==> config.mk <==
export PLATFORM = sky130hd
export DESIGN_NAME = quadrature_and_oneshot_timer
export DESIGN_NICKNAME = d
export VERILOG_FILES = /design/src/hdl/qtimer_pkg.sv /design/src/hdl/pin_sync.sv /design/src/hdl/quadrature_and_oneshot_timer.sv
export VERILOG_INCLUDE_DIRS = /design/src /design/src/hdl
export SDC_FILE = /design/constraint.sdc
export NUM_CORES = 1
export LEC_CHECK = 0
export BUFFER_PORTS_ARGS = -buffer_cell sky130_fd_sc_hd__buf_2
export CAP_MARGIN = 10
export CORE_AREA = 3 3 127 105
export DETAILED_ROUTE_END_ITERATION = 10
export DIE_AREA = 0 0 130 108
export PLACE_DENSITY_LB_ADDON = 0.12
export SLEW_MARGIN = 40
export SYNTH_ARGS = -nofsm -noshare
export SYNTH_HDL_FRONTEND = slang
export SYNTH_SLANG_ARGS = --single-unit
export TNS_END_PERCENT = 100
==> constraint.sdc <==
create_clock -name clk -period 4.8 [get_ports clk]
set_input_delay 0.48 -clock clk [delete_from_list [all_inputs] [get_ports clk]]
set_output_delay 0.48 -clock clk [all_outputs]
set_load 0.02 [all_outputs]
==> src/hdl/qtimer_map.svh <==
// Purpose: register offsets, field positions, reset values and counts
// Assumes: 32-bit Avalon-MM word registers, byte addressed
// Notes:   included by bare name, definitions only
`ifndef QTIMER_MAP_SVH
`define QTIMER_MAP_SVH

`define QT_ADDR_W        4
`define QT_OFF_TIMER     4'h0
`define QT_OFF_CTRL      4'h4
`define QT_OFF_START     4'h8
`define QT_OFF_STATUS    4'hC

`define QT_TMR_WIDTH     16
`define QT_CTRL_WIDTH    9
`define QT_CTRL_RESET    9'h000
`define QT_TIMER_RESET   16'h0000
`define QT_UNDEF_READ    16'hFFFF

`define QT_START_BIT     0
`define QT_STAT_RUN      0
`define QT_STAT_PULSE    1
`define QT_STAT_IN       2
`define QT_STAT_OUT      3

`define QT_PRE_W         5
`define QT_DIV8_MASK     5'h07
`define QT_DIV32_LAST    5'h1F

`endif

==> src/hdl/qtimer_pkg.sv <==
// Purpose: shared types of the quadrature and one-shot timer
// Assumes: nothing beyond SystemVerilog packed types
// Notes:   offsets and counts live in qtimer_map.svh
`default_nettype none
package qtimer_pkg;

	// control register layout, msb first
	typedef struct packed {
		logic       ovf_trig_en;
		logic       ext_trig_en;
		logic [1:0] clk_sel;
		logic       pulse_en;
		logic       free_run;
		logic       mul4;
		logic       one_shot;
		logic       count_start;
	} ctrl_t;

	// count source taps for one-shot mode
	typedef enum logic [1:0] {
		SRC_UNDIVIDED,
		SRC_DIV8,
		SRC_DIV32,
		SRC_SUB_DIV32
	} clk_src_t;

	// one-shot sequencer
	typedef enum logic {
		OS_IDLE,
		OS_RUN
	} os_state_t;

endpackage
`default_nettype wire

==> src/hdl/pin_sync.sv <==
// Purpose: two-stage synchroniser with edge detection for pin inputs
// Assumes: pins may change at any time relative to clk
// Notes:   rise and fall are one-cycle pulses on the synchronised level
`timescale 1ns/10ps
`default_nettype none
module pin_sync #(
	parameter int WIDTH = 2
) (
	input  wire logic             clk,
	input  wire logic             nrst,
	input  wire logic             ce,
	input  wire logic [WIDTH-1:0] pins,
	output logic      [WIDTH-1:0] level,
	output logic      [WIDTH-1:0] rise,
	output logic      [WIDTH-1:0] fall
);
	logic [WIDTH-1:0] meta;
	logic [WIDTH-1:0] sync;
	logic [WIDTH-1:0] prev;

	// meta is read by sync alone, so a metastable sample never fans out
	always_ff @(posedge clk) begin
		if (!nrst) begin
			meta <= '0;
			sync <= '0;
			prev <= '0;
		end else if (ce) begin
			meta <= pins;
			sync <= meta;
			prev <= sync;
		end
	end

	// one pulse per settled edge
	assign level = sync;
	assign rise  = sync & ~prev & {WIDTH{ce}};
	assign fall  = ~sync & prev & {WIDTH{ce}};
endmodule // pin_sync
`default_nettype wire

==> src/hdl/quadrature_and_oneshot_timer.sv <==
// Purpose: 16-bit timer channel, two-phase event count and one-shot modes
// Assumes: Avalon-MM slave with waitrequest, clk 100 MHz, sync low reset
// Notes:   pin counting, the pin trigger and pin outputs are gated off when HAS_PINS is 0
// Contract
// - two-phase pins set count direction
// - overflow or underflow reloads counter
// - free-run wraps instead of reloading
// - up divides FFFF-n+1, down n+1
// - event count runs while start flag set
// - interrupt on overflow or underflow
// - both pins are two-phase inputs
// - timer read returns live count
// - write while stopped loads reload and counter
// - write while running loads reload only
// - normal: out high, in edges count
// - times four: in rises, all edges up
// - times four: in falls, all edges down
// - one-shot counts selected tap, n periods
// - at zero reload then stop
// - trigger while counting reloads and restarts
// - start by pin, overflow or software
// - clearing start flag stops one-shot
// - one-shot interrupt when count hits zero
// - one-shot read returns undefined value
// - in pin triggers, out pin pulses
// - pinless channels lose all pin functions except the status pin levels
`timescale 1ns/10ps
`default_nettype none
`include "qtimer_map.svh"
module quadrature_and_oneshot_timer #(
	parameter int WIDTH    = `QT_TMR_WIDTH,
	parameter bit HAS_PINS = 1'b1
) (
	input  wire logic                  clk,
	input  wire logic                  nrst,
	input  wire logic                  ce,
	input  wire logic [`QT_ADDR_W-1:0] avs_address,
	input  wire logic                  avs_read,
	input  wire logic                  avs_write,
	input  wire logic [31:0]           avs_writedata,
	input  wire logic [3:0]            avs_byteenable,
	output logic      [31:0]           avs_readdata,
	output logic                       avs_waitrequest,
	input  wire logic                  timer_in_pin,
	input  wire logic                  timer_out_pin_i,
	output logic                       timer_out_pin_o,
	output logic                       timer_out_pin_oe,
	input  wire logic                  sub_clk_tick,
	input  wire logic                  ovf_trig,
	output logic                       irq
);
	localparam logic [WIDTH-1:0] ALL_ONES = {WIDTH{1'b1}};
	localparam logic [WIDTH-1:0] ONE      = {{(WIDTH-1){1'b0}}, 1'b1};

	qtimer_pkg::ctrl_t     ctrl;
	qtimer_pkg::os_state_t os_state;
	logic [WIDTH-1:0]      counter;
	logic [WIDTH-1:0]      reload;
	logic [WIDTH-1:0]      next_reload;
	logic [WIDTH-1:0]      merged_timer;
	logic [`QT_PRE_W-1:0]  pre_cnt;
	logic [`QT_PRE_W-1:0]  sub_cnt;
	logic [1:0]            pin_level;
	logic [1:0]            pin_rise;
	logic [1:0]            pin_fall;
	logic                  take;
	logic                  wr_timer;
	logic                  wr_ctrl;
	logic                  sw_start;
	logic                  tick;
	logic                  step;
	logic                  step_up;
	logic                  wrap_evt;
	logic                  trigger;
	logic                  zero_evt;
	logic                  running;

	// merge written bytes into a value, honouring byte enables
	function automatic logic [WIDTH-1:0] merge_bytes(
		input logic [WIDTH-1:0] old,
		input logic [31:0]      wd,
		input logic [3:0]       be
	);
		logic [WIDTH-1:0] res;
		res = old;
		for (int b = 0; b < WIDTH / 8; b++) begin
			if (be[b]) begin
				res[b*8 +: 8] = wd[b*8 +: 8];
			end
		end
		return res;
	endfunction

	// direction of a times-four step; in_edge says which pin moved
	function automatic logic quad_up(
		input logic in_edge,
		input logic in_lvl,
		input logic out_lvl
	);
		if (in_edge) begin
			return in_lvl == out_lvl;
		end
		return out_lvl != in_lvl;
	endfunction

	// both pins pass one synchroniser; index 0 in pin, 1 out pin
	pin_sync #(
		.WIDTH (2)
	) u_pin_sync (
		.clk   (clk),
		.nrst  (nrst),
		.ce    (ce),
		.pins  ({timer_out_pin_i, timer_in_pin}),
		.level (pin_level),
		.rise  (pin_rise),
		.fall  (pin_fall)
	);

	// a request is taken in the cycle waitrequest stands low
	assign take     = (avs_read | avs_write) & ~avs_waitrequest & ce;
	assign wr_timer = take & avs_write & (avs_address == `QT_OFF_TIMER);
	assign wr_ctrl  = take & avs_write & (avs_address == `QT_OFF_CTRL);
	assign sw_start = take & avs_write & (avs_address == `QT_OFF_START)
		& avs_byteenable[0] & avs_writedata[`QT_START_BIT];

	// one wait cycle, then one ready cycle per transfer
	always_ff @(posedge clk) begin
		if (!nrst) begin
			avs_waitrequest <= 1'b1;
		end else if (ce) begin
			if ((avs_read | avs_write) & avs_waitrequest) begin
				avs_waitrequest <= 1'b0;
			end else begin
				avs_waitrequest <= 1'b1;
			end
		end
	end

	// read data is latched in the wait cycle and stands while ready
	always_ff @(posedge clk) begin
		if (!nrst) begin
			avs_readdata <= 32'h0000_0000;
		end else if (ce && avs_read && avs_waitrequest) begin
			avs_readdata <= 32'h0000_0000;
			case (avs_address)
				`QT_OFF_TIMER: begin
					if (ctrl.one_shot) begin
						avs_readdata[WIDTH-1:0] <= `QT_UNDEF_READ;
					end else begin
						avs_readdata[WIDTH-1:0] <= counter;
					end
				end
				`QT_OFF_CTRL: begin
					avs_readdata[`QT_CTRL_WIDTH-1:0] <= ctrl;
				end
				`QT_OFF_STATUS: begin
					avs_readdata[`QT_STAT_RUN]   <= running;
					avs_readdata[`QT_STAT_PULSE] <= timer_out_pin_o;
					avs_readdata[`QT_STAT_IN]    <= pin_level[0];
					avs_readdata[`QT_STAT_OUT]   <= pin_level[1];
				end
				default: begin
					avs_readdata <= 32'h0000_0000;
				end
			endcase
		end
	end

	// control register; the start pulse register reads as zero
	always_ff @(posedge clk) begin
		if (!nrst) begin
			ctrl <= `QT_CTRL_RESET;
		end else if (wr_ctrl) begin
			if (avs_byteenable[0]) begin
				ctrl[7:0] <= avs_writedata[7:0];
			end
			if (avs_byteenable[1]) begin
				ctrl[8] <= avs_writedata[8];
			end
		end
	end

	// reload register always takes a write, running or not
	assign merged_timer = merge_bytes(counter, avs_writedata, avs_byteenable);
	assign next_reload  = wr_timer
		? merge_bytes(reload, avs_writedata, avs_byteenable) : reload;

	always_ff @(posedge clk) begin
		if (!nrst) begin
			reload <= `QT_TIMER_RESET;
		end else if (ce) begin
			reload <= next_reload;
		end
	end

	// free prescaler for the divided taps of the system clock
	always_ff @(posedge clk) begin
		if (!nrst) begin
			pre_cnt <= '0;
		end else if (ce) begin
			pre_cnt <= pre_cnt + 5'h01;
		end
	end

	// sub-clock ticks are divided by 32 in the same way
	always_ff @(posedge clk) begin
		if (!nrst) begin
			sub_cnt <= '0;
		end else if (ce && sub_clk_tick) begin
			sub_cnt <= sub_cnt + 5'h01;
		end
	end

	// count source choice for one-shot mode
	always_comb begin
		tick = 1'b0;
		case (qtimer_pkg::clk_src_t'(ctrl.clk_sel))
			qtimer_pkg::SRC_UNDIVIDED: tick = ce;
			qtimer_pkg::SRC_DIV8:
				tick = ce & ((pre_cnt & `QT_DIV8_MASK) == `QT_DIV8_MASK);
			qtimer_pkg::SRC_DIV32:
				tick = ce & (pre_cnt == `QT_DIV32_LAST);
			qtimer_pkg::SRC_SUB_DIV32:
				tick = ce & sub_clk_tick & (sub_cnt == `QT_DIV32_LAST);
			default: tick = 1'b0;
		endcase
	end

	// two-phase decode; pinless channels never see a step
	always_comb begin
		step    = 1'b0;
		step_up = 1'b0;
		if (HAS_PINS && !ctrl.one_shot && ctrl.count_start) begin
			if (ctrl.mul4) begin
				// a step on both pins at once is invalid and dropped
				if ((pin_rise[0] | pin_fall[0]) ^
					(pin_rise[1] | pin_fall[1])) begin
					step    = 1'b1;
					step_up = quad_up(pin_rise[0] | pin_fall[0],
						pin_level[0], pin_level[1]);
				end
			end else if (pin_level[1]) begin
				step    = pin_rise[0] | pin_fall[0];
				step_up = pin_rise[0];
			end
		end
	end

	// wrap happens when a step passes the end of the range
	assign wrap_evt = step & (step_up ? (counter == ALL_ONES)
		: (counter == '0));

	// one-shot start sources, all gated by the count start flag
	assign trigger = ctrl.one_shot & ctrl.count_start & (sw_start
		| (ctrl.ovf_trig_en & ovf_trig & ce)
		| (HAS_PINS & ctrl.ext_trig_en & pin_rise[0]));

	assign running = (os_state == qtimer_pkg::OS_RUN);

	// a set value of 0 or 1 ends on the first tick
	assign zero_evt = running & ctrl.count_start & tick
		& (counter <= ONE);

	// one-shot sequencer
	always_ff @(posedge clk) begin
		if (!nrst) begin
			os_state <= qtimer_pkg::OS_IDLE;
		end else if (ce) begin
			case (os_state)
				qtimer_pkg::OS_IDLE: begin
					if (trigger) begin
						os_state <= qtimer_pkg::OS_RUN;
					end
				end
				qtimer_pkg::OS_RUN: begin
					if (!ctrl.one_shot || !ctrl.count_start) begin
						os_state <= qtimer_pkg::OS_IDLE;
					end else if (trigger) begin
						os_state <= qtimer_pkg::OS_RUN;
					end else if (zero_evt) begin
						os_state <= qtimer_pkg::OS_IDLE;
					end
				end
				default: begin
					os_state <= qtimer_pkg::OS_IDLE;
				end
			endcase
		end
	end

	// counter: trigger, write, count step, in that priority
	always_ff @(posedge clk) begin
		if (!nrst) begin
			counter <= `QT_TIMER_RESET;
		end else if (ce) begin
			if (ctrl.one_shot) begin
				if (trigger) begin
					counter <= next_reload;
				end else if (wr_timer && !running) begin
					counter <= merged_timer;
				end else if (zero_evt) begin
					counter <= reload;
				end else if (running && ctrl.count_start && tick) begin
					counter <= counter - ONE;
				end
			end else begin
				if (wr_timer && !ctrl.count_start) begin
					counter <= merged_timer;
				end else if (wrap_evt && !ctrl.free_run) begin
					counter <= reload;
				end else if (step && step_up) begin
					counter <= counter + ONE;
				end else if (step) begin
					counter <= counter - ONE;
				end
			end
		end
	end

	// interrupt request is a one-cycle pulse per event
	always_ff @(posedge clk) begin
		if (!nrst) begin
			irq <= 1'b0;
		end else if (ce) begin
			// a restart in the terminal cycle means zero was never reached
			irq <= wrap_evt | (zero_evt & ~trigger);
		end
	end

	// out pin is driven only as the one-shot pulse output
	always_ff @(posedge clk) begin
		if (!nrst) begin
			timer_out_pin_oe <= 1'b0;
		end else if (ce) begin
			timer_out_pin_oe <= HAS_PINS & ctrl.one_shot
				& ctrl.pulse_en;
		end
	end

	// pulse level follows the next sequencer state, so it lines up
	// with the counter load and drops with the terminal reload
	always_ff @(posedge clk) begin
		if (!nrst) begin
			timer_out_pin_o <= 1'b0;
		end else if (ce) begin
			if (!HAS_PINS || !ctrl.one_shot || !ctrl.pulse_en) begin
				timer_out_pin_o <= 1'b0;
			end else if (trigger) begin
				timer_out_pin_o <= 1'b1;
			end else if (!ctrl.count_start || zero_evt) begin
				timer_out_pin_o <= 1'b0;
			end else begin
				timer_out_pin_o <= running;
			end
		end
	end

endmodule // quadrature_and_oneshot_timer
`default_nettype wire
# ---- Word level (Yosys, flattened, before mapping)
# Index checks and enable logic that the tools add are counted.
dict set report totals {
  ff_bits 78
  latchBits 0
  ram_bits 0
  mem_bits_ro 0
  input_bits 49
  out_inout_bits 36
  elab_cells 147
  mem_count 0
}
dict set report classes {
  addsub 4
  mul 0
  div 0
  n_lt_le_gt_ge 1
  eq_ne 13
  shift 0
  mux 43
  bitwise_logic 40
  n_reduce_logical 25
}
# operator count
set ops {}
lappend ops {{16-bit 2-to-1 mux} 11}
lappend ops {{8-bit 2-to-1 mux} 4}
lappend ops {{1-bit bitwise AND} 24}
lappend ops {{1-bit 2-to-1 mux} 23}
lappend ops {{16-bit by 1-bit adder with 16-bit output, second input constant} 1}
lappend ops {{16-bit == test, second input constant} 1}
lappend ops {{16-bit by 1-bit less-or-equal comparator with 1-bit output, second input constant} 1}
lappend ops {{16-bit logical NOT} 1}
lappend ops {{16-bit by 1-bit subtractor with 16-bit output, second input constant} 1}
lappend ops {{4-bit case mux with 3 select lines} 1}
lappend ops {{5-bit by 1-bit adder with 5-bit output, second input constant} 2}
lappend ops {{5-bit == test, second input constant} 2}
lappend ops {{1-bit logical AND} 10}
lappend ops {{5-bit case mux with 2 select lines} 1}
lappend ops {{2-bit bitwise AND} 4}
lappend ops {{4-bit == test, second input constant} 2}
lappend ops {{7-bit 2-to-1 mux} 1}
lappend ops {{1-bit OR} 6}
lappend ops {{1-bit logical NOT} 5}
lappend ops {{5-bit by 2-bit inequality test with 1-bit output, second input constant} 1}
lappend ops {{5-bit nonzero test} 1}
lappend ops {{2-bit == test, second input constant} 2}
lappend ops {{4-bit by 3-bit == test with 1-bit output, second input constant} 1}
lappend ops {{4-bit logical NOT} 1}
lappend ops {{other kinds (13)} 19}

# ---- Longest topological paths before layout
# Gate-level depths: netlist (run 1).
dict set report logic_depth {
  word_depth 18
  depth_mapped 12
  ltp_nobuf 11
}

# ---- Modules after synthesis
# Synthesis (run 1) repeated with hierarchy kept, for this count alone.
dict set report hier_totals {
  hier_cells 715
  area_unflattened_um2 5465.2
}
# module n_inst cells_each area_each_um2 seq_area_each_um2
set by_module_without_submodules {}
lappend by_module_without_submodules {quadrature_and_oneshot_timer 1 690 5203.7 1441.4}
lappend by_module_without_submodules {pin_sync 1 25 261.5 120.1}

# ---- Worst setup path before layout (run 1)
# No wires, ideal clock.
dict set report synth_timing {
  path_type {input to register}
  startpoint {input port ce}
  endpoint {register counter[15]}
  setup_ns 0.119
  arrival_time_ns 2.629
  required_time_ns 4.681
  slack_ns 2.053
  cell_stages 10
  n_path_buf 3
  cell_sequence {buf_2 -> and3b_1 -> buf_2 -> nor3b_1 -> a41oi_1 -> a311oi_2 -> buf_2 -> nand4_1 -> o21a_1 -> o221a_2}
}
dict set report synth_via {
  elab_chain_cells 16
  elab_cells_between_ends 54
  classes_between {eq/ne: 1; mux: 23; bitwise: 23; reduce/logical: 7}
}
# element line
set synth_lines {}
lappend synth_lines {{start: declaration} quadrature_and_oneshot_timer.sv:36} ;# input wire logic ce,
lappend synth_lines {{2-bit bitwise AND, on equally long branches} {pin_sync.sv:36, pin_sync.sv:37}}
lappend synth_lines {{1-bit OR} {quadrature_and_oneshot_timer.sv:236, quadrature_and_oneshot_timer.sv:239, quadrature_and_oneshot_timer.sv:243}}
lappend synth_lines {{1-bit 2-to-1 mux} quadrature_and_oneshot_timer.sv:100} ;# if (in_edge) begin
lappend synth_lines {{1-bit 2-to-1 mux} quadrature_and_oneshot_timer.sv:236} ;# if ((pin_rise[0] | pin_fall[0]) ^
lappend synth_lines {{1-bit 2-to-1 mux} quadrature_and_oneshot_timer.sv:234} ;# if (ctrl.mul4) begin
lappend synth_lines {{1-bit 2-to-1 mux} quadrature_and_oneshot_timer.sv:233} ;# if (HAS_PINS && !ctrl.one_shot && ctrl.count_start) begin
lappend synth_lines {{1-bit 2-to-1 mux} quadrature_and_oneshot_timer.sv:103} ;# return out_lvl != in_lvl;
lappend synth_lines {{1-bit 2-to-1 mux} quadrature_and_oneshot_timer.sv:236}
lappend synth_lines {{1-bit 2-to-1 mux} quadrature_and_oneshot_timer.sv:234}
lappend synth_lines {{1-bit 2-to-1 mux} quadrature_and_oneshot_timer.sv:233}
lappend synth_lines {{1-bit 2-to-1 mux} quadrature_and_oneshot_timer.sv:250} ;# assign wrap_evt = step & (step_up ? (counter == ALL_ONES)
lappend synth_lines {{1-bit bitwise AND} quadrature_and_oneshot_timer.sv:250}
lappend synth_lines {{1-bit logical AND} quadrature_and_oneshot_timer.sv:309} ;# end else if (wrap_evt && !ctrl.free_run) begin
lappend synth_lines {{16-bit 2-to-1 mux} quadrature_and_oneshot_timer.sv:309}
lappend synth_lines {{16-bit 2-to-1 mux} quadrature_and_oneshot_timer.sv:307} ;# if (wr_timer && !ctrl.count_start) begin
lappend synth_lines {{16-bit 2-to-1 mux} quadrature_and_oneshot_timer.sv:296} ;# if (ctrl.one_shot) begin
lappend synth_lines {{end signal: assignment} quadrature_and_oneshot_timer.sv:298} ;# counter <= next_reload;
lappend synth_lines {{end signal: assignment} quadrature_and_oneshot_timer.sv:308} ;# counter <= merged_timer;
lappend synth_lines {{end signal: assignment} quadrature_and_oneshot_timer.sv:310} ;# counter <= reload;
lappend synth_lines {{end: declaration} quadrature_and_oneshot_timer.sv:57} ;# logic [WIDTH-1:0] counter;
# Parallel ways exist; a longest one is shown, timed or not. The select of a mux whose other input is x is not followed.
# A chain may end at the register's enable or synchronous reset.

# ---- Final worst setup path (run 1)
dict set report layout_timing {
  startpoint {register counter[4]}
  endpoint {register counter[0]}
}
dict set report layout_via {
  elab_chain_cells 7
  elab_cells_between_ends 16
  classes_between {order compare: 1; eq/ne: 2; mux: 7; bitwise: 2; reduce/logical: 4}
}
# element line
set layout_lines {}
lappend layout_lines {{start signal: assignment} quadrature_and_oneshot_timer.sv:294} ;# counter <= `QT_TIMER_RESET;
lappend layout_lines {{start signal: assignment} quadrature_and_oneshot_timer.sv:298}
lappend layout_lines {{start signal: assignment} quadrature_and_oneshot_timer.sv:300} ;# counter <= merged_timer;
lappend layout_lines {{parallel branches: the longest is 7 deep, another holds 16-bit by 1-bit less-or-equal comparator with 1-bit output} --}
# Parallel ways; which one is timed is not known.

==> results of run 1 <==
flip-flops by register name, indices dropped and copies added, names as in the netlist:
name,flops
irq,1
timer_out_pin_oe,1
sub_cnt,5
u_pin_sync.prev,2
timer_out_pin_o,1
avs_readdata,16
u_pin_sync.meta,2
pre_cnt,5
avs_waitrequest,1
u_pin_sync.level,2
counter,16
reload,16
ctrl,9
os_state,1
layout by cell type (no fill, tap or decap), types with 3 or more instances in the layout:
| cell type | instances |
|---|---|
| ha_1 | 12 |
| inv_1 | 10 |
| buf_4 | 10 |
| mux2_2 | 4 |
| a31oi_1 | 12 |
| mux2i_1 | 54 |
| nand4_1 | 8 |
| a21oi_1 | 35 |
| and3_1 | 7 |
| o221ai_1 | 4 |
| o21ai_0 | 55 |
| nor3b_1 | 3 |
| a22oi_1 | 5 |
| o21a_1 | 3 |
| a211oi_1 | 10 |
| nor2b_1 | 38 |
| xor2_1 | 8 |
| nor3_2 | 3 |
| nor2_1 | 31 |
| and4_1 | 3 |
| nor3_1 | 16 |
| o211ai_1 | 14 |
| o22ai_1 | 3 |
| o2111ai_1 | 3 |
| nand2b_1 | 5 |
| xnor2_1 | 22 |
| or3_1 | 8 |
| dfxtp_1 | 78 |
| nand2_1 | 55 |
| nand3_1 | 22 |
| clkbuf_16 | 9 |
| a21boi_0 | 13 |
| buf_2 | 50 |
| conb_1 | 16 |
| and2_1 | 11 |
per-layer routing:
metal	track usage (%)	vias up	share of wire [%]	wire (um)
li1	-	2450	-	-
met4	11.1	0	3.1	517
met1	33.8	2428	46	7560
met2	36.2	201	44	7240
met5	0	-	0	0
met3	5.43	40	7.6	1260
power by group through the flow:
stage	clock, W	sequential (W)	combinational, W
floorplan	0	0.000679	0.0000908
global placement	0	0.000679	0.000117
detailed placement	0	0.000679	0.000119
CTS	0.000788	0.000665	0.000119
global route	0.000808	0.000666	0.000132
finish	0.000772	0.000665	0.000120
layout make-up:
type / instances / area (um^2)
fillers: 1217 / 6120
multi-input cells: 530 / 3550
flip-flops and latches: 78 / 1560
repair buffers: 60 / 325
clock buffers: 9 / 225
well taps: 152 / 190
clock inverters: 7 / 104
inverters: 10 / 37.5
worst register-to-register path: stages, from the launching register on:
cell      delay (ns)
dfxtp_1         0.47
nor4_4          0.55
nand4_2         0.22
or4b_4          0.60
a211oi_4        0.54
buf_4           0.31
nor2_1          0.06
a211oi_1        0.26
a311oi_1        0.09
o221a_2         0.26
final timing paths:
| path | endpoint | depth (start not counted) |
|---|---|---|
| max | counter[0] | 9 |
| min | u_pin_sync.meta[0] | 3 |
| max reg2reg | counter[0] | 9 |
| min reg2reg | avs_readdata[10] | 2 |
synth_stat cells, types with 3 or more instances:
master,instances
nand2b_1,5
o211ai_1,14
nand2_1,55
and3_1,7
nor3_1,17
buf_2,13
mux2_2,4
nand3_1,22
ha_1,12
clkbuf_1,40
o21ai_0,55
xnor2_1,22
a21boi_0,13
inv_1,10
nand4_1,8
nor2_1,31
dfxtp_1,78
nor2b_1,38
o2111ai_1,3
or3_1,9
o21a_1,3
buf_4,17
a22oi_1,5
xor2_1,8
nor3b_1,4
a21oi_1,35
mux2i_1,54
o22ai_1,3
and4_1,3
a211oi_1,10
a31oi_1,12
o221ai_1,4
and2_1,11
a2111oi_0,3
stage by stage:
step	instances	hold WS, ns	util [%]	area [um^2]
global placement	830	0.448	46.7	5660
finish	846	0.391	49.5	6000
global route	846	0.422	49.5	6000
detailed placement	830	0.455	46.7	5660
floorplan	690	0.448	-	5500
CTS	846	0.390	49.5	5990
cells by family after synthesis:
logic type      Yosys count  share of synthesized area (%)
mux                      58                           10.8
compound gates          186                           22.9
buf+inv                  82                           7.26
simple gates            228                           22.8
flops                    78                           28.7
fa+ha+maj                12                           2.76
other cells               1                         0.0689
xor+xnor                 30                           4.83
==> results.toml, run 1 <==
[grt]
grt_pass1_wl_mm = 26.5
grt.total_usage_pct = 24.4
grt_max_degree = 52
antenna_found_initial = 0
grt_overflow_total = 0
first_global_vias = 4903

[route]
wl_mm = 16.6
vias = 5119
avgRoutedWirePerCell_um = 19.6
vias_per_cell = 6.05
drtPass1Iterations = 6
drc = 0
first_iter_violations = 440
ant_nets = 0

[power]
report.power.total_w = 0.00156
ir_drop_mv = 0.193
comb_power_share_pct = 7.7
switching_share_pct = 25.3
p_int_w = 0.00116
p_clk_share_pct = 49.6
p_per_area_nw_per_um2 = 259
leakage_nw = 2.48
power.switching_w = 0.000393
seq_power_share_pct = 42.7

[critical_path]
crit_fanout = 13
critPathMaxStageDelay_ns = 0.60
critical_path.slowest_cell = "or4b_4"
cp-start-kind = "register"
crit_start = "counter[4]"
path_class = "reg2reg"
crit_arrival_ns = 3.70
crit_chain = "nor4_4 -> nand4_2 -> or4b_4 -> a211oi_4 -> buf_4 -> nor2_1 -> a211oi_1 -> a311oi_1 -> o221a_2"
r2r_start = "counter[4]"
path_delay_family = "simple AND/OR/NAND/NOR gates"
rrSetupSlack_ns = 1.34
path_buf_inv = 1
cp-end-kind = "register"
required_ns = 5.05

[placed_design]
post-place-ws_ns = 1.17
gp_congestion = 0.935
dp_hpwl_mm = 11.5
io_buffers = 50

[clock_tree]
holdBufCountCts = 0
clk_pin_slew_ns = 0.07
cts_buffer_depth = 2
post_cts_buffers = 0
h-tree-depth = 3
root_buffer = "clkbuf_16"
cts_buffers = 9
cts_sinks = 78
clk_latency_ns = 0.36
cts_tree = "done"
post_cts_resized = 0

[die]
coreArea_um2 = 12100
die_y_um = 108
std_cell_rows = 36
die_w_um = 130
dieArea_um2 = 14000
ios = 85
initial_core_util_pct = 44.9

[sta]
period_needed_ns = 3.46
finalHoldViolCount = 0
finalCritPeriodShare_pct = 72.0
rsz0062_at_grt = "false"
slew_viol_final = 0
worst_pin_slew_ns = 0.820
slew_headroom_pct = 45.3
finalSetupViolCount = 0
setup_ws_ns = 1.34
finalSetupTns_ns = 0
max_freq_ghz = 0.289
skew_ns = 0.00959

[synth]
ys_ff_latch = 78
synth_cells = 675
synth_area_um2 = 5440
yosysWarnings = 0
synth_top_area_share_pct = 28.7
synth_edf_count = 0
ys_async_sr_fraction_pct = 0
ys.flop_type = "dfxtp_1"
ys_seq_area_share_pct = 28.7
yosysUniqueCellTypes = 72
avgSynthCellArea_um2 = 8.06
yosysTopAreaCell = "dfxtp_1"
synthTopCellsByArea = "dfxtp_1 (29%), mux2i_1 (9.9%), o21ai_0 (5.1%), nor2b_1 (4.4%), nand2_1 (3.8%)"

[run]
cap_violations = 0

[status]
status = "complete, no violations"

[worst_hold_path]
holdCritPathClass = "in2reg"
worstHoldStart = "timer_in_pin"

[finish]
n_antenna_cell = 0
drive_gt1_share_pct = 14.3
layout.nets = 750
syn2layout_area_growth_pct = 10.2
No activity file was read; power rests on OpenSTA's default activity.
==> run 2, diff against run 1 <==
Clock period 4.8 ns to 2.9 ns, I/O delays scaled along.
==> run 2 against run 1 <==
Non-clock buffer count up 54. Clock power up 57%. Fmax grew 23%. Largest power group unchanged. Worst setup slack worse by 1.2 ns. Clock skew decreased by 0.0011 ns. Global-route usage is 0.78 points higher. Cell count up 6.4%. Design area up 6.6%. Count of clock-buffer cells in the layout unchanged. Wire length up 5.1%. Critical endpoint is now counter[13]. Combinational power increased by 82%.
==> results.toml, run 2 (synthesis results as in run 1) <==
[finish]
stdcell_count = 900
layout.nets = 804
syn2layout_area_growth_pct = 17.5
final_common_cell = "dfxtp_1"
n_antenna_cell = 0
seq_area_um2 = 1560
fillCellCount = 1167
multi_input_comb_area_um2 = 3560
drive_gt1_share_pct = 20.3
final_cell_mix = "dfxtp_1 (78), buf_4 (64), nand2_1 (55), o21ai_0 (55), mux2i_1 (54)"
reg_top3 = "avs_readdata (16), counter (16), reload (16)"

[critical_path]
crit_arrival_ns = 3.03
crit_fanout = 7
cp-end-kind = "register"
required_ns = 3.13
cp-start-kind = "register"
path_class = "reg2reg"

[clock_tree]
h-tree-depth = 3
clk_latency_ns = 0.35
cts_buffer_depth = 2
post_cts_buffers = 0
holdBufCountCts = 0
clk_pin_slew_ns = 0.07
cts_tree = "done"
post_cts_resized = 0
cts_buffers = 9
root_buffer = "clkbuf_16"
cts_sinks = 78

[placed_design]
io_buffers = 50
dp.cells = 884
gp_congestion = 0.935
post-place-ws_ns = 0.0311
dp_hpwl_mm = 12.9

[route]
drc = 0
vias = 5390
first_iter_violations = 567
drtPass1Iterations = 5
vias_per_cell = 5.99
avgRoutedWirePerCell_um = 19.4
wl_mm = 17.4
ant_nets = 0

[die]
coreArea_um2 = 12100
dieArea_um2 = 14000
die_y_um = 108
ios = 85
initial_core_util_pct = 44.9
die_w_um = 130
std_cell_rows = 36

[grt]
grt_max_degree = 35
first_global_vias = 4939
grt_pass1_wl_mm = 27.3
grt_overflow_total = 0
antenna_found_initial = 0
grt.total_usage_pct = 25.2

[sta]
setup_ws_ns = 0.0986
slew_viol_final = 0
period_needed_ns = 2.80
skew_ns = 0.00848
worst_pin_slew_ns = 0.908
finalSetupViolCount = 0
slew_headroom_pct = 39.3
rsz0062_at_grt = "true"
finalHoldViolCount = 0
max_freq_ghz = 0.357
finalCritPeriodShare_pct = 96.6

[power]
ir_drop_mv = 0.264
p_per_area_nw_per_um2 = 395
leakage_nw = 2.74

[worst_hold_path]
holdCritPathClass = "in2reg"

[status]
status = "complete, no violations"

[run]
cap_violations = 0
run 2: changes by cell type in the layout (fill, tap and decap cells not counted):
cell and delta:
a21oi_1 -1, inv_6 -1, bufinv_16 -1, inv_8 +2
a21oi_2 +1, or3_2 -1, a311oi_2 -1, or3_1 +1
nor3b_2 -1, a311oi_4 +1, buf_4 +54, nor3b_1 +1
run 2: path summary, 6_finish.rpt:
path / start / endpoint / slack [ns] / cells after the start
setup / recovery: counter[7] / counter[13] / 0.1 / 9
hold / removal: timer_in_pin / u_pin_sync.meta[0] / 0.22 / 3
setup reg to reg: counter[7] / counter[13] / 0.1 / 9
hold reg to reg: avs_readdata[14] / avs_readdata[14] / 0.46 / 2
run 2: final cells by class:
cell class | count | area share [%]
clock buffer | 9 | 3.52
clock inverter | 7 | 1.37
inverter | 10 | 0.587
multi-input combinational | 530 | 55.7
sequential | 78 | 24.4
tap | 152 | 2.97
timing repair buffer | 114 | 11.4
run 2: metrics by stage:
step | hold slack, ns | TNS, ns | instance area, um^2 | total power, W | utilization, %
floorplan | 0.448 | 0 | 5500 | 0.00127 | -
finish | 0.224 | 0 | 6400 | 0.00252 | 52.8
global route | 0.263 | -0.0132 | 6400 | 0.00261 | 52.8
detailed placement | 0.455 | 0 | 6060 | 0.00133 | 50.0
CTS | 0.217 | 0 | 6370 | 0.00254 | 52.6
global placement | 0.449 | 0 | 6060 | 0.00133 | 50.0
run 2: per-layer routing:
layer / GRT usage (%) / share of wire, % / up-vias
met5: 0 / 0 / -
met4: 7.72 / 2.2 / 0
met3: 5.63 / 8.4 / 30
met2: 37.3 / 43 / 242
met1: 36.4 / 47 / 2568
li1: - / - / 2550
run 2: report_power, final:
part	internal (W)	switching, W	total (W)	leakage [nW]
clock	0.000689	0.000522	0.00121	0.148
sequential	0.00108	0.0000108	0.00110	0.630
combinational	0.0000846	0.000133	0.000218	1.96
total	0.00186	0.000666	0.00252	2.74
run 2: critical path: stages (launching register included):
cell and delay (ns):
dfxtp_1 0.33, nor4_4 0.41, nand4_2 0.22, or4b_4 0.60, a211oi_4 0.22, or3_1 0.39
buf_4 0.19, a21oi_1 0.03, nand2b_1 0.15, o2111a_1 0.14
==> run 3, diff against run 2 <==
Settings changed: ABC_AREA set to 1, CORE_AREA 3 3 127 105 to 3 3 133 109, DIE_AREA 0 0 130 108 to 0 0 136 112.
==> run 3 against run 2 <==
Wire length is 16% higher. Global-route usage grew 1.6 points. Worst setup slack better by 0.42 ns. Synthesized cell count is 44% higher. First-iteration DRC count is 8.3% higher. Combinational power increased by 6%. Via count grew 18%. Count of clock-buffer cells in the layout is 2 higher. Clock skew grew 0.00082 ns. Critical endpoint is now counter[15]. Largest cell class unchanged. Largest power group unchanged.
==> results.toml, run 3 <==
[status]
status = "complete, no violations"

[synth]
ys_async_sr_fraction_pct = 0
yosysTopAreaCell = "dfxtp_1"
synth_xor_area_share_pct = 2.95
ys_ff_latch = 78
synth_top_family_by_area = "simple AND/OR/NAND/NOR gates"
yosysWarnings = 0
synth_top_area_share_pct = 26.3
yosysUniqueCellTypes = 38
synth_edf_count = 0
ys_seq_area_share_pct = 26.3
synth_fa_ha_area_share_pct = 2.53
ys.flop_type = "dfxtp_1"
synthMuxAreaShare_pct = 0
synth_cells = 970
synth.most_common_cell = "nand2_1"
yosys-top-cells-count = "nand2_1 (245), nor2_1 (121), inv_1 (95)"
avgSynthCellArea_um2 = 6.13
synthTopCellsByArea = "dfxtp_1 (26%), nand2_1 (15%), nor2_1 (7.6%), o21ai_0 (7.1%), inv_1 (6.0%)"
synth-simple-area-share_pct = 34.9
synth_compound_gate_area_share_pct = 20.1
synth_area_um2 = 5950

[power]
p_per_area_nw_per_um2 = 397
ir_drop_mv = 0.334
leakage_nw = 3.15

[die]
coreArea_um2 = 13400
die_y_um = 112
dieArea_um2 = 15200
initial_core_util_pct = 44.3
die_w_um = 136
ios = 85
std_cell_rows = 38

[route]
drc = 0
vias = 6354
avgRoutedWirePerCell_um = 17.0
first_iter_violations = 614
drtPass1Iterations = 5
wl_mm = 20.3
vias_per_cell = 5.32
ant_nets = 0

[sta]
skew_ns = 0.00930
finalCritPeriodShare_pct = 82.1
max_freq_ghz = 0.420
slew_headroom_pct = 60.3
period_needed_ns = 2.38
finalSetupViolCount = 0
slew_viol_final = 0
finalHoldViolCount = 0
finalSetupTns_ns = 0
worst_pin_slew_ns = 0.593
rsz0062_at_grt = "false"

[grt]
grt.total_usage_pct = 26.8
antenna_found_initial = 0
grt_pass1_wl_mm = 31.7
busiest_layer = "met1"
grt.met1_usage_pct = 42.1
grt_max_degree = 41
grt_use_met2_pct = 35.4
grt_overflow_total = 0
first_global_vias = 5654
use_met3_pct = 6.28

[clock_tree]
h-tree-depth = 3
clk_pin_slew_ns = 0.06
cts_buffer_depth = 2
cts_buffers = 9
root_buffer = "clkbuf_16"
cts_tree = "done"
cts_sinks = 78
clk_latency_ns = 0.35
post_cts_resized = 0
holdBufCountCts = 0
post_cts_buffers = 0

[placed_design]
placed_area_um2 = 6330
dp_hpwl_mm = 14.7
dp.cells = 1180
gp_congestion = 1.07
io_buffers = 50

[critical_path]
reg2reg_depth = 14
required_ns = 3.18
r2r_start = "counter[1]"
r2r_end = "counter[15]"
path_class = "reg2reg"
crit_fanout = 17
crit_start = "counter[1]"
rrSetupSlack_ns = 0.52
endpoint = "counter[15]"
cp-start-kind = "register"
cp-end-kind = "register"
crit_arrival_ns = 2.66

[run]
cap_violations = 0

[finish]
fin_util_pct = 49.8
fin_area_um2 = 6670
reg_top3 = "avs_readdata (16), counter (16), reload (16)"
syn2layout_area_growth_pct = 12.2
drive_gt1_share_pct = 13.5
stdcell_count = 1195
final_cell_mix = "nand2_1 (245), nor2_1 (121), inv_1 (94)"
final_common_cell = "nand2_1"
layout.nets = 1072
n_antenna_cell = 0

[worst_hold_path]
worstHoldStart = "timer_out_pin_i"
holdCritPathClass = "in2reg"
## run 3: kinds of logic (layout without fill, tap and decap cells)
family	Yosys count	after routing
other cells	1	16
compound gates	213	213
fa+ha+maj	12	12
xor+xnor	20	20
flops	78	78
simple gates	471	471
buf+inv	175	205
## run 3: critical path: stages, from the launching register on
cell	delay, ns
dfxtp_1	0.39
ha_1	0.27
nand3_2	0.12
nor2_4	0.15
nand2_2	0.10
nor2_4	0.13
nand3_2	0.11
nand2_4	0.17
nand3_4	0.27
buf_4	0.25
nand2_1	0.07
o21ai_1	0.06
nand2_1	0.06
nand2_1	0.05
a21oi_1	0.11
## run 3: per-layer routing
layer | vias to the layer above | wire length, um
met3 | 32 | 2070
li1 | 3191 | -
met2 | 279 | 7930
met5 | - | 0
met1 | 2852 | 9870
met4 | 0 | 412
## run 3: metrics by stage
stage	hold WS, ns	setup slack [ns]	power, W
2_1_floorplan	0.425	0.930	0.00129
3_3_place_gp	0.451	0.540	0.00135
3_5_place_dp	0.453	0.533	0.00135
4_1_cts	0.162	0.552	0.00267
5_1_grt	0.193	0.292	0.00274
6_report	0.166	0.519	0.00265
## run 3: power breakdown
group / switching (W) / internal (W)
clock network: 0.000460 / 0.000859
logic: 0.000162 / 0.0000677
registers: 0.0000141 / 0.00109
## run 3: how the worst min path moves through the flow
stage	endpoint	slack, ns	cells past startpoint
floorplan	u_pin_sync.meta[0]	0.42	2
global placement	avs_readdata[15]	0.45	2
detailed placement	avs_readdata[9]	0.45	2
CTS	u_pin_sync.meta[1]	0.16	3
global route	u_pin_sync.meta[1]	0.19	3
finish	u_pin_sync.meta[1]	0.17	3
## run 3: final cells by class
type,count,area (um^2)
Timing Repair Buffer,78,473
Tap cell,180,225
Inverter,112,420
Clock buffer,11,243
Clock inverter,4,95.1
Multi-Input combinational cell,732,3650
Sequential cell,78,1560
Fill cell,1486,6740
